File: src/include/eia_pkg.sv
// Purpose: constants for the input energy accumulator
// Assumes: 100 MHz system clock
// Notes:   command codes double as register offsets
package eia_pkg;
   localparam logic [7:0]  CMD_ENERGY_BLOCK  = 8'hC0;
   localparam logic [7:0]  CMD_ENERGY_CONFIG = 8'hC1;
   localparam logic [7:0]  CMD_TEMPCO        = 8'hC3;
   localparam logic [7:0]  CMD_ENERGY_CLEAR  = 8'hCC;
   localparam logic [7:0]  CMD_SENSE_RES     = 8'hE8;
   localparam logic [7:0]  CONFIG_RESET      = 8'h00;
   localparam logic [15:0] TEMPCO_RESET      = 16'h0000;
   localparam logic [15:0] SENSE_RES_RESET   = 16'hBA00;
   localparam int          CFG_HD_BIT        = 2;
   localparam int          CFG_RANGE_LSB     = 0;
   localparam logic [7:0]  CFG_WRITE_MASK    = 8'h07;
   localparam logic [1:0]  RANGE_HIGH        = 2'h0;
   localparam logic [1:0]  RANGE_MEDIUM      = 2'h1;
   localparam logic [1:0]  RANGE_LOW         = 2'h2;
   localparam int          VAL_W             = 48;
   localparam int          FRAC_W            = 16;
   localparam int          ACC_W             = VAL_W + FRAC_W;
   localparam logic [3:0]  LEN_BLOCK         = 4'hC;
   localparam logic [3:0]  LEN_WORD          = 4'h2;
   localparam logic [3:0]  LEN_BYTE          = 4'h1;
   localparam logic [3:0]  LEN_NONE          = 4'h0;
   localparam logic [3:0]  LAST_BLOCK_IDX    = 4'hB;
   localparam int          CLK_PERIOD_NS     = 10;
   localparam int          TICK_NS           = 1000000;
   localparam int          TICK_CYCLES       = TICK_NS / CLK_PERIOD_NS;
   typedef enum logic [1:0] {
      RD_IDLE  = 2'b00,
      RD_BLOCK = 2'b01,
      RD_WORD  = 2'b10,
      RD_BYTE  = 2'b11
   } eia_rd_t;
endpackage

File: src/core/eia_core.sv
// Purpose: input energy and elapsed time accumulator with its command registers
// Assumes: a command engine decodes the serial bus and drives the strobes below
// Notes:   ms tick period is a parameter so simulation can shorten it
`timescale 1ns/100ps

module eia_core
#(
   parameter int TICK_CYC = eia_pkg::TICK_CYCLES
) (
   input  wire logic        clk_sys,
   input  wire logic        rstn,
   input  wire logic        ce,
   input  wire logic        cmd_wr,
   input  wire logic        cmd_send,
   input  wire logic [7:0]  cmd_code,
   input  wire logic [15:0] cmd_wdata,
   input  wire logic        wp_level2,
   input  wire logic        rd_start,
   input  wire logic        rd_next,
   input  wire logic        rd_stop,
   output logic      [3:0]  rd_len,
   output logic      [7:0]  rd_data,
   output logic             rd_busy,
   input  wire logic        nv_load,
   input  wire logic [7:0]  nv_config,
   input  wire logic [15:0] nv_tempco,
   input  wire logic [15:0] nv_sense_res,
   output logic      [7:0]  energy_config,
   output logic      [15:0] sense_resistance_tempco,
   output logic      [15:0] sense_resistance_setting,
   input  wire logic [15:0] vin_reading,
   input  wire logic [15:0] iin_reading,
   input  wire logic        adc_update,
   input  wire logic        adc_slot,
   input  wire logic        channel_off,
   input  wire logic [15:0] noise_decrement,
   output logic             high_definition_select,
   output logic             adc_take_vi,
   output logic      [1:0]  current_full_scale,
   output logic             range_high,
   output logic             range_medium,
   output logic             range_low,
   output logic             range_reserved
);
   import eia_pkg::*;

   logic [7:0]         cfg_q;
   logic [15:0]        tempco_q;
   logic [15:0]        sres_q;
   logic [ACC_W-1:0]   e_acc_q;
   logic [VAL_W-1:0]   t_acc_q;
   logic [31:0]        presc_q;
   logic [31:0]        prod_q;
   logic               clr_pend_q;
   logic [VAL_W-1:0]   snap_e_q;
   logic [VAL_W-1:0]   snap_t_q;
   eia_rd_t            rd_st_q;
   logic [3:0]         idx_q;
   logic [7:0]         rd_data_q;
   logic               take_vi_q;

   // decode
   wire logic            wr_cfg      = cmd_wr && !wp_level2 && cmd_code == CMD_ENERGY_CONFIG;
   wire logic            wr_tempco   = cmd_wr && !wp_level2 && cmd_code == CMD_TEMPCO;
   wire logic            wr_sres     = cmd_wr && !wp_level2 && cmd_code == CMD_SENSE_RES;
   // clear ignores write protect so software can always restart a measurement
   wire logic            clr_cmd     = cmd_send && cmd_code == CMD_ENERGY_CLEAR;
   wire logic            clr_req     = wr_cfg || clr_cmd;
   wire logic            clr_apply   = clr_pend_q && adc_update;
   wire logic            tick        = presc_q == 32'(TICK_CYC - 1);
   wire logic [ACC_W-1:0] dec_ext    = ACC_W'(noise_decrement);
   wire logic [ACC_W-1:0] e_add      = e_acc_q + ACC_W'(prod_q);
   wire logic [ACC_W-1:0] e_sub      = (e_acc_q < dec_ext) ? '0 : e_acc_q - dec_ext;
   wire logic [95:0]     blk         = {snap_t_q, snap_e_q};
   wire logic            is_block    = cmd_code == CMD_ENERGY_BLOCK;
   wire logic            is_word     = cmd_code == CMD_TEMPCO || cmd_code == CMD_SENSE_RES;
   wire logic [15:0]     word_sel    = (cmd_code == CMD_TEMPCO) ? tempco_q : sres_q;
   wire logic [7:0]      cfg_rd      = cfg_q & CFG_WRITE_MASK;
   wire logic [7:0]      blk_byte0   = blk[7:0];
   wire logic [3:0]      idx_nxt     = (idx_q == LAST_BLOCK_IDX) ? idx_q : idx_q + 4'h1;

   // the energy block answers reads only; writes to it fall through decode untouched
   assign rd_len = is_block ? LEN_BLOCK :
                   is_word ? LEN_WORD :
                   (cmd_code == CMD_ENERGY_CONFIG) ? LEN_BYTE : LEN_NONE;

   // configuration registers
   always_ff @(posedge clk_sys) begin
      if (!rstn) begin
         cfg_q    <= CONFIG_RESET;
         tempco_q <= TEMPCO_RESET;
         sres_q   <= SENSE_RES_RESET;
      end else if (ce) begin
         if (nv_load) begin
            cfg_q    <= nv_config & CFG_WRITE_MASK;
            tempco_q <= nv_tempco;
            sres_q   <= nv_sense_res;
         end else begin
            if (wr_cfg)
               cfg_q <= cmd_wdata[7:0] & CFG_WRITE_MASK;
            if (wr_tempco)
               tempco_q <= cmd_wdata;
            if (wr_sres)
               sres_q <= cmd_wdata;
         end
      end
   end

   // clear pending; a new request in the apply cycle stays pending
   always_ff @(posedge clk_sys) begin
      if (!rstn)
         clr_pend_q <= 1'b0;
      else if (ce)
         clr_pend_q <= (clr_pend_q && !adc_update) || clr_req;
   end

   // latest reading product, taken per adc update
   always_ff @(posedge clk_sys) begin
      if (!rstn)
         prod_q <= 32'h0000_0000;
      else if (ce && adc_update)
         prod_q <= vin_reading * iin_reading;
   end

   // accumulators; product is in 2^-16 mJ per ms so the integer part counts mJ
   always_ff @(posedge clk_sys) begin
      if (!rstn) begin
         e_acc_q <= '0;
         t_acc_q <= '0;
         presc_q <= 32'h0000_0000;
      end else if (ce) begin
         if (clr_apply) begin
            e_acc_q <= '0;
            t_acc_q <= '0;
            presc_q <= 32'h0000_0000;
         end else begin
            presc_q <= tick ? 32'h0000_0000 : presc_q + 32'h0000_0001;
            if (tick) begin
               e_acc_q <= channel_off ? e_sub : e_add;
               t_acc_q <= t_acc_q + 48'h0000_0000_0001;
            end
         end
      end
   end

   // snapshot follows the accumulators except while a block read runs
   always_ff @(posedge clk_sys) begin
      if (!rstn) begin
         snap_e_q <= '0;
         snap_t_q <= '0;
      end else if (ce && rd_st_q != RD_BLOCK && !(rd_start && is_block)) begin
         snap_e_q <= e_acc_q[ACC_W-1:FRAC_W];
         snap_t_q <= t_acc_q;
      end
   end

   // read sequencer
   always_ff @(posedge clk_sys) begin
      if (!rstn) begin
         rd_st_q   <= RD_IDLE;
         idx_q     <= 4'h0;
         rd_data_q <= 8'h00;
      end else if (ce) begin
         case (rd_st_q)
            RD_IDLE: begin
               if (rd_start) begin
                  idx_q <= 4'h0;
                  if (is_block) begin
                     rd_st_q   <= RD_BLOCK;
                     rd_data_q <= blk_byte0;
                  end else if (is_word) begin
                     rd_st_q   <= RD_WORD;
                     rd_data_q <= word_sel[7:0];
                  end else if (cmd_code == CMD_ENERGY_CONFIG) begin
                     rd_st_q   <= RD_BYTE;
                     rd_data_q <= cfg_rd;
                  end else begin
                     rd_data_q <= 8'h00;
                  end
               end
            end
            RD_BLOCK: begin
               if (rd_stop)
                  rd_st_q <= RD_IDLE;
               else if (rd_next) begin
                  idx_q     <= idx_nxt;
                  rd_data_q <= blk[8*idx_nxt +: 8];
               end
            end
            RD_WORD: begin
               if (rd_stop)
                  rd_st_q <= RD_IDLE;
               else if (rd_next)
                  rd_data_q <= word_sel[15:8];
            end
            default: begin
               if (rd_stop)
                  rd_st_q <= RD_IDLE;
            end
         endcase
      end
   end

   // slot scheduler: in hd mode every other adc slot goes to voltage/current
   always_ff @(posedge clk_sys) begin
      if (!rstn)
         take_vi_q <= 1'b0;
      else if (ce && adc_slot)
         take_vi_q <= cfg_q[CFG_HD_BIT] ? !take_vi_q : 1'b0;
   end

   assign rd_data                  = rd_data_q;
   assign rd_busy                  = rd_st_q != RD_IDLE;
   assign energy_config            = cfg_rd;
   assign sense_resistance_tempco  = tempco_q;
   assign sense_resistance_setting = sres_q;
   assign high_definition_select   = cfg_q[CFG_HD_BIT];
   assign adc_take_vi              = take_vi_q;
   assign current_full_scale       = cfg_q[CFG_RANGE_LSB +: 2];
   assign range_high               = current_full_scale == RANGE_HIGH;
   assign range_medium             = current_full_scale == RANGE_MEDIUM;
   assign range_low                = current_full_scale == RANGE_LOW;
   assign range_reserved           = &current_full_scale;
endmodule

File: config.mk
export PLATFORM = sky130hd
export DESIGN_NAME = eia_core
export DESIGN_NICKNAME = d
export VERILOG_FILES = /design/src/include/eia_pkg.sv /design/src/core/eia_core.sv
export SDC_FILE = /design/constraint.sdc
export NUM_CORES = 2
export LEC_CHECK = 0
export ABC_CLOCK_PERIOD_IN_PS = 7750
export BUFFER_PORTS_ARGS = -buffer_cell sky130_fd_sc_hd__buf_2
export CAP_MARGIN = 20
export CORE_ASPECT_RATIO = 2
export CORE_MARGIN = 2
export CORE_UTILIZATION = 57
export CTS_CLUSTER_DIAMETER = 40
export DETAILED_ROUTE_END_ITERATION = 12
export PLACE_DENSITY = 0.81
export SKIP_CTS_REPAIR_TIMING = 1
export SLEW_MARGIN = 10
export SYNTH_ARGS = -nofsm -noshare
export SYNTH_HDL_FRONTEND = slang
export SYNTH_SLANG_ARGS = --single-unit
File: constraint.sdc
create_clock -name clk_sys -period 7.75 [get_ports clk_sys]
set_input_delay 0 -clock clk_sys [delete_from_list [all_inputs] [get_ports clk_sys]]
set_output_delay 0 -clock clk_sys [all_outputs]
set_load 0.02 [all_outputs]
## After elaboration in Yosys (flattened, before gate mapping)

Cells that the tools add are included.

| storage, ports and cells | value |
|---|---|
| flip-flop bits (word level) | 323 |
| input port bits | 125 |
| output and inout bits | 61 |
| logic and storage cells | 116 |

| cells by class | value |
|---|---|
| add/sub/neg operators | 5 |
| multipliers | 1 |
| magnitude comparators | 1 |
| eq/ne operators | 18 |
| shift-type cells | 1 |
| mux-type cells | 39 |
| reduce and logical (&&, ||, !) cells | 37 |

Operators by type and width:

| operator | number |
|---|---|
| $mux W64 | 4 |
| $mux W48 | 2 |
| $shiftx A96 B8 Y8 | 1 |
| $mux W16 | 5 |
| $add A64 B32 Y64 | 1 |
| $lt A64 B16 Y1 | 1 |
| $mux W32 | 2 |
| $sub A64 B16 Y64 | 1 |
| $mux W8 | 7 |
| $add A48 B1 Y48 const B | 1 |
| $eq A8 B8 Y1 const B | 5 |
| $add A32 B1 Y32 const B | 1 |
| $eq A32 B17 Y1 const B | 1 |
| $mul A16 B16 Y32 | 1 |
| $pmux W8 S3 | 1 |
| $mux W4 | 5 |
| $mux W2 | 7 |
| $reduce_bool A2 Y1 | 7 |
| $logic_and A1 B1 Y1 | 12 |
| $ne A2 B2 Y1 const B | 5 |
| $reduce_and A2 Y1 | 5 |
| $mux W3 | 3 |
| $pmux W4 S2 | 1 |
| $reduce_and A7 Y1 | 1 |
| 13 further kinds | 22 |

## Depth between registers and ports, before layout

| depth | value |
|---|---|
| word-level depth | 6 |
| depth in mapped cells | 25 |
| mapped depth without buffers | 24 |

## Worst setup path after synthesis

Ideal clock, no wire load.

| timing path | value |
|---|---|
| path kind | input -> register |
| start | input port iin_reading[6] |
| end | register prod_q[27] |
| setup time | 0.086 ns |
| data arrival time | 5.483 ns |
| data required time | 7.664 ns |
| path slack | 2.181 ns |
| stages on the path | 21 |
| buffers on the path | 1 |
| path through | clkbuf_1 -> and2_1 -> fa_1 -> inv_1 -> fa_1 -> fa_1 -> inv_1 -> fa_1 -> fa_1 -> inv_1 -> fa_1 -> inv_1 -> ha_1 -> nand3_1 -> o31a_1 -> o311ai_0 -> a211oi_1 -> nor3b_1 -> o22ai_1 -> xnor2_1 -> a211oi_1 |

| on the way | value |
|---|---|
| longest elaborated chain between the ends | 1 |

Ends and longest elaborated chain:

| element | RTL line | RTL |
|---|---|---|
| from (decl) | eia_core.sv:32 | `input wire logic [15:0] iin_reading,` |
| $mul A16 B16 Y32 | eia_core.sv:122 | `prod_q <= vin_reading * iin_reading;` |
| to (signal assigned) | eia_core.sv:122 |  |
| to (decl) | eia_core.sv:53 | `logic [31:0] prod_q;` |

No other way between the ends.
A chain may end at the register's enable or synchronous reset.

## Worst setup path in the final report

| timing path | value |
|---|---|
| start | input port vin_reading[0] |
| end | register prod_q[27] |

| on the way | value |
|---|---|
| longest elaborated chain between the ends | 1 |

Ends and longest elaborated chain:

| element | RTL line | RTL |
|---|---|---|
| from (decl) | eia_core.sv:31 | `input wire logic [15:0] vin_reading,` |
| $mul A16 B16 Y32 | eia_core.sv:122 |  |

No other way between the ends.

==> metrics <==
Startpoint Class=primary input; Slowest-stage cell, CP=fa_1; top_reg_cell synth=dfxtp_1; antenna-violating nets left=0; ant diodes=0; register area share after synthesis=24.3%; global placer's final weighted congestion=0.972; Via Count=approximately 25000; EDFF count, synth=0; power share of the clock group=a little over a fifth; total of max-cap violations=0; Most common cell on crit path=fa_1; fin. max-slew vios=0; worst relative slew slack=15.8%; skew final=roughly 0.016 ns; largest net degree at the start of global routing=between 90 and 100; Leakage=12.9 nW; # DRC=0; vias in the first global route=about 24000; Max IR drop VDD=0.602 mV; Yosys cell types=98; RSZ-0062 raised after global routing=no; synthesis-stage register bit count=323; Gate Count Post-Synth=3300; HPWL Detailed=53.0 mm; I/O Buffers=175; Via density=6.08; Root Driver=clkbuf_16; period utilisation layout=approximately four fifths; worst hold slack=-0.0275 ns; share of cells above drive strength 1=9.83%; total number of H-tree levels=2; initial antenna violation count=0; total global-route track usage=29.8%; DRT iter0 DRCs=2049; CP Capture Type=flip-flop; die area=48600 sq um; fmax=157 MHz; measured slew at the worst slew-check pin=1.26 ns; Power Density=291 nW/um^2; row count=112; Top Ports=~190; Die Height=310 microns; Final TNS setup=0 ns; first drt pass iteration count=9; final hold violation count=4; Post-Syn Area=26600 sq um; syn avg cell area=8.07 sq um; outcome=complete, but fails checks; asr flop ratio synth=0%; Final Setup Violations=0; NetSw=0.00372 W; Initial Util=57.4%; Worst EP required=8.19 ns; Worst path max stage delay=approximately 0.58 ns; Max FO, Critical Path=16; CTS tree=yes; wire per inst=18.5 microns; total wire length=75.4 mm; sequential share of power=between 20% and 30%; clk sinks=323; cts bufs inserted=40; die width=157 microns; Final WS setup=1.40 ns; Clock Path Buffers=3; clock-pin slew on the worst setup and hold paths=0.06 ns; Net Sw Frac=43.0%; fin nets=3898; critical path, cell by cell=dlygate4sd3_1, buf_2, nand2_1, fa_1, fa_1, inv_1, fa_1, fa_1, fa_1, inv_1, fa_1, inv_1, ha_1, nand3_1, nor2_1, nand2_1, o311ai_0, a211oi_1, nor3b_1, o22ai_1, xnor2_1, a211oi_1; crit path DAT=6.79 ns; global-route wire length before repair=approximately 120 mm; CP top delay family=adder cells; WP buf/inv=5; min cycle time layout=6.35 ns; Setup CP Type=in2reg; Fillers=3827; failing checks=negative hold slack; global route overflow=0; Min-Delay Path Class=in2reg; Core ar.=46400 sq um; pre-CTS setup slack=1.43 ns; Comb pwr share=58.0%; internal cell power=0.00492 W; Yosys Warn Count=0; Area growth syn-to-layout=11.5%; worst skew pair latency=between 0.5 and 0.6 ns
## final timing paths
path         depth (start not counted)           start                    endpoint  slack, ns
max                                 22  vin_reading[0]                  prod_q[27]       1.40
min                                  4    cmd_wdata[8]  sense_resistance_tempco[8]      -0.03
max reg2reg                         15      e_acc_q[0]                 e_acc_q[51]       3.43
min reg2reg                          2    snap_e_q[23]                snap_e_q[23]       0.45
## per-layer routing
metal / share of wire (%) / GRT usage (%) / up-vias
met1: 39 / 37.8 / 11793
li1: - / - / 11442
met5: 0 / 0 / -
met2: 47 / 49.1 / 1225
met3: 8.5 / 5.25 / 290
met4: 5.0 / 13.8 / 0
## tightest hold or removal path, stage by stage
cell	delay (ns)
buf_2	0.10
nor2b_1	0.14
a21oi_1	0.14
a211oi_1	0.08
## registers in the layout, indices dropped and copies added, names as in the netlist
register	count
adc_take_vi	1
cfg_q	3
clr_pend_q	1
e_acc_q	64
idx_q	4
presc_q	32
prod_q	32
rd_data	8
rd_st_q	2
sense_resistance_setting	16
sense_resistance_tempco	16
snap_e_q	48
snap_t_q	48
t_acc_q	48
## power groups by stage
stage | clock network, W | registers [W] | logic, W
finish | 0.00186 | 0.00176 | 0.00501
global route | 0.00194 | 0.00177 | 0.00567
detailed placement | 0 | 0.00180 | 0.00492
global placement | 0 | 0.00180 | 0.00478
floorplan | 0 | 0.00179 | 0.00379
CTS | 0.00187 | 0.00176 | 0.00497
## synth_stat cells (all sizes together), types with 16 or more instances
| cell type | instances | share of area [%] |
|---|---|---|
| fa | 196 | 15 |
| buf | 38 | 0.83 |
| nor3 | 60 | 1.2 |
| mux4 | 16 | 1.4 |
| and2 | 136 | 3.2 |
| o22ai | 22 | 0.54 |
| nor2b | 35 | 0.82 |
| nor2 | 220 | 3.1 |
| mux2i | 38 | 1.4 |
| nand4 | 42 | 0.99 |
| clkbuf | 142 | 2.0 |
| o21ai | 113 | 2.1 |
| dfxtp | 323 | 24 |
| xor2 | 67 | 2.2 |
| xnor2 | 69 | 2.3 |
| a31oi | 17 | 0.40 |
| nand3 | 75 | 1.5 |
| nand2 | 562 | 7.9 |
| and3 | 33 | 0.78 |
| nor4 | 26 | 0.83 |
| a22o | 18 | 0.59 |
| or3 | 29 | 0.70 |
| a21oi | 268 | 5.1 |
| a21o | 51 | 1.4 |
| ha | 159 | 7.5 |
| a211oi | 54 | 1.5 |
| inv | 278 | 3.9 |
| o211ai | 19 | 0.54 |
## layout by cell type, fill, tap and decap left out, types with 51 or more instances in the layout
cell,n
buf_2,176
nor3_1,55
dlygate4sd3_1,56
inv_1,277
and2_1,135
dfxtp_1,323
xnor2_1,69
a211oi_1,52
fa_1,196
a21o_1,51
o21ai_0,105
ha_1,159
xor2_1,66
nand2_1,561
a21oi_1,266
nand3_1,72
nor2_1,217
## metrics by stage
step,area [sq um],power (W),util [%],std cells,hold WS [ns]
2_1_floorplan,26600,0.00558,-,3304,0.101
4_1_cts,29100,0.00860,62.7,4016,-0.255
3_5_place_dp,27800,0.00672,59.9,3945,0.302
6_report,29700,0.00863,64.0,4074,-0.0275
3_3_place_gp,27700,0.00657,59.8,3943,0.298
5_1_grt,29700,0.00938,64.0,4074,0.00396
## area by class of cell
type                       count  area, sq um  share of cell area (%)
clock buffer                  47         1090                    3.67
clock inverter                24          228                   0.767
inverter                     278         1050                    3.52
multi-input combinational   2523        18400                    62.1
sequential                   323         6470                    21.8
tap                          627          785                    2.64
timing repair buffer         252         1630                    5.48
## cells by family after synthesis
| kind of cell | after synthesis | share of synthesized area [%] |
|---|---|---|
| xor gates and xnor gates | 136 | 4.47 |
| adders and majority gates | 355 | 22.2 |
| DFF | 323 | 24.3 |
| muxes | 61 | 3.11 |
| other | 1 | 0.0141 |
| AOI/OAI and AO/OA | 675 | 15.9 |
| buffers and inverters | 458 | 6.75 |
| and+or+nand+nor | 1291 | 23.3 |
(Power assumes the default switching activity.)
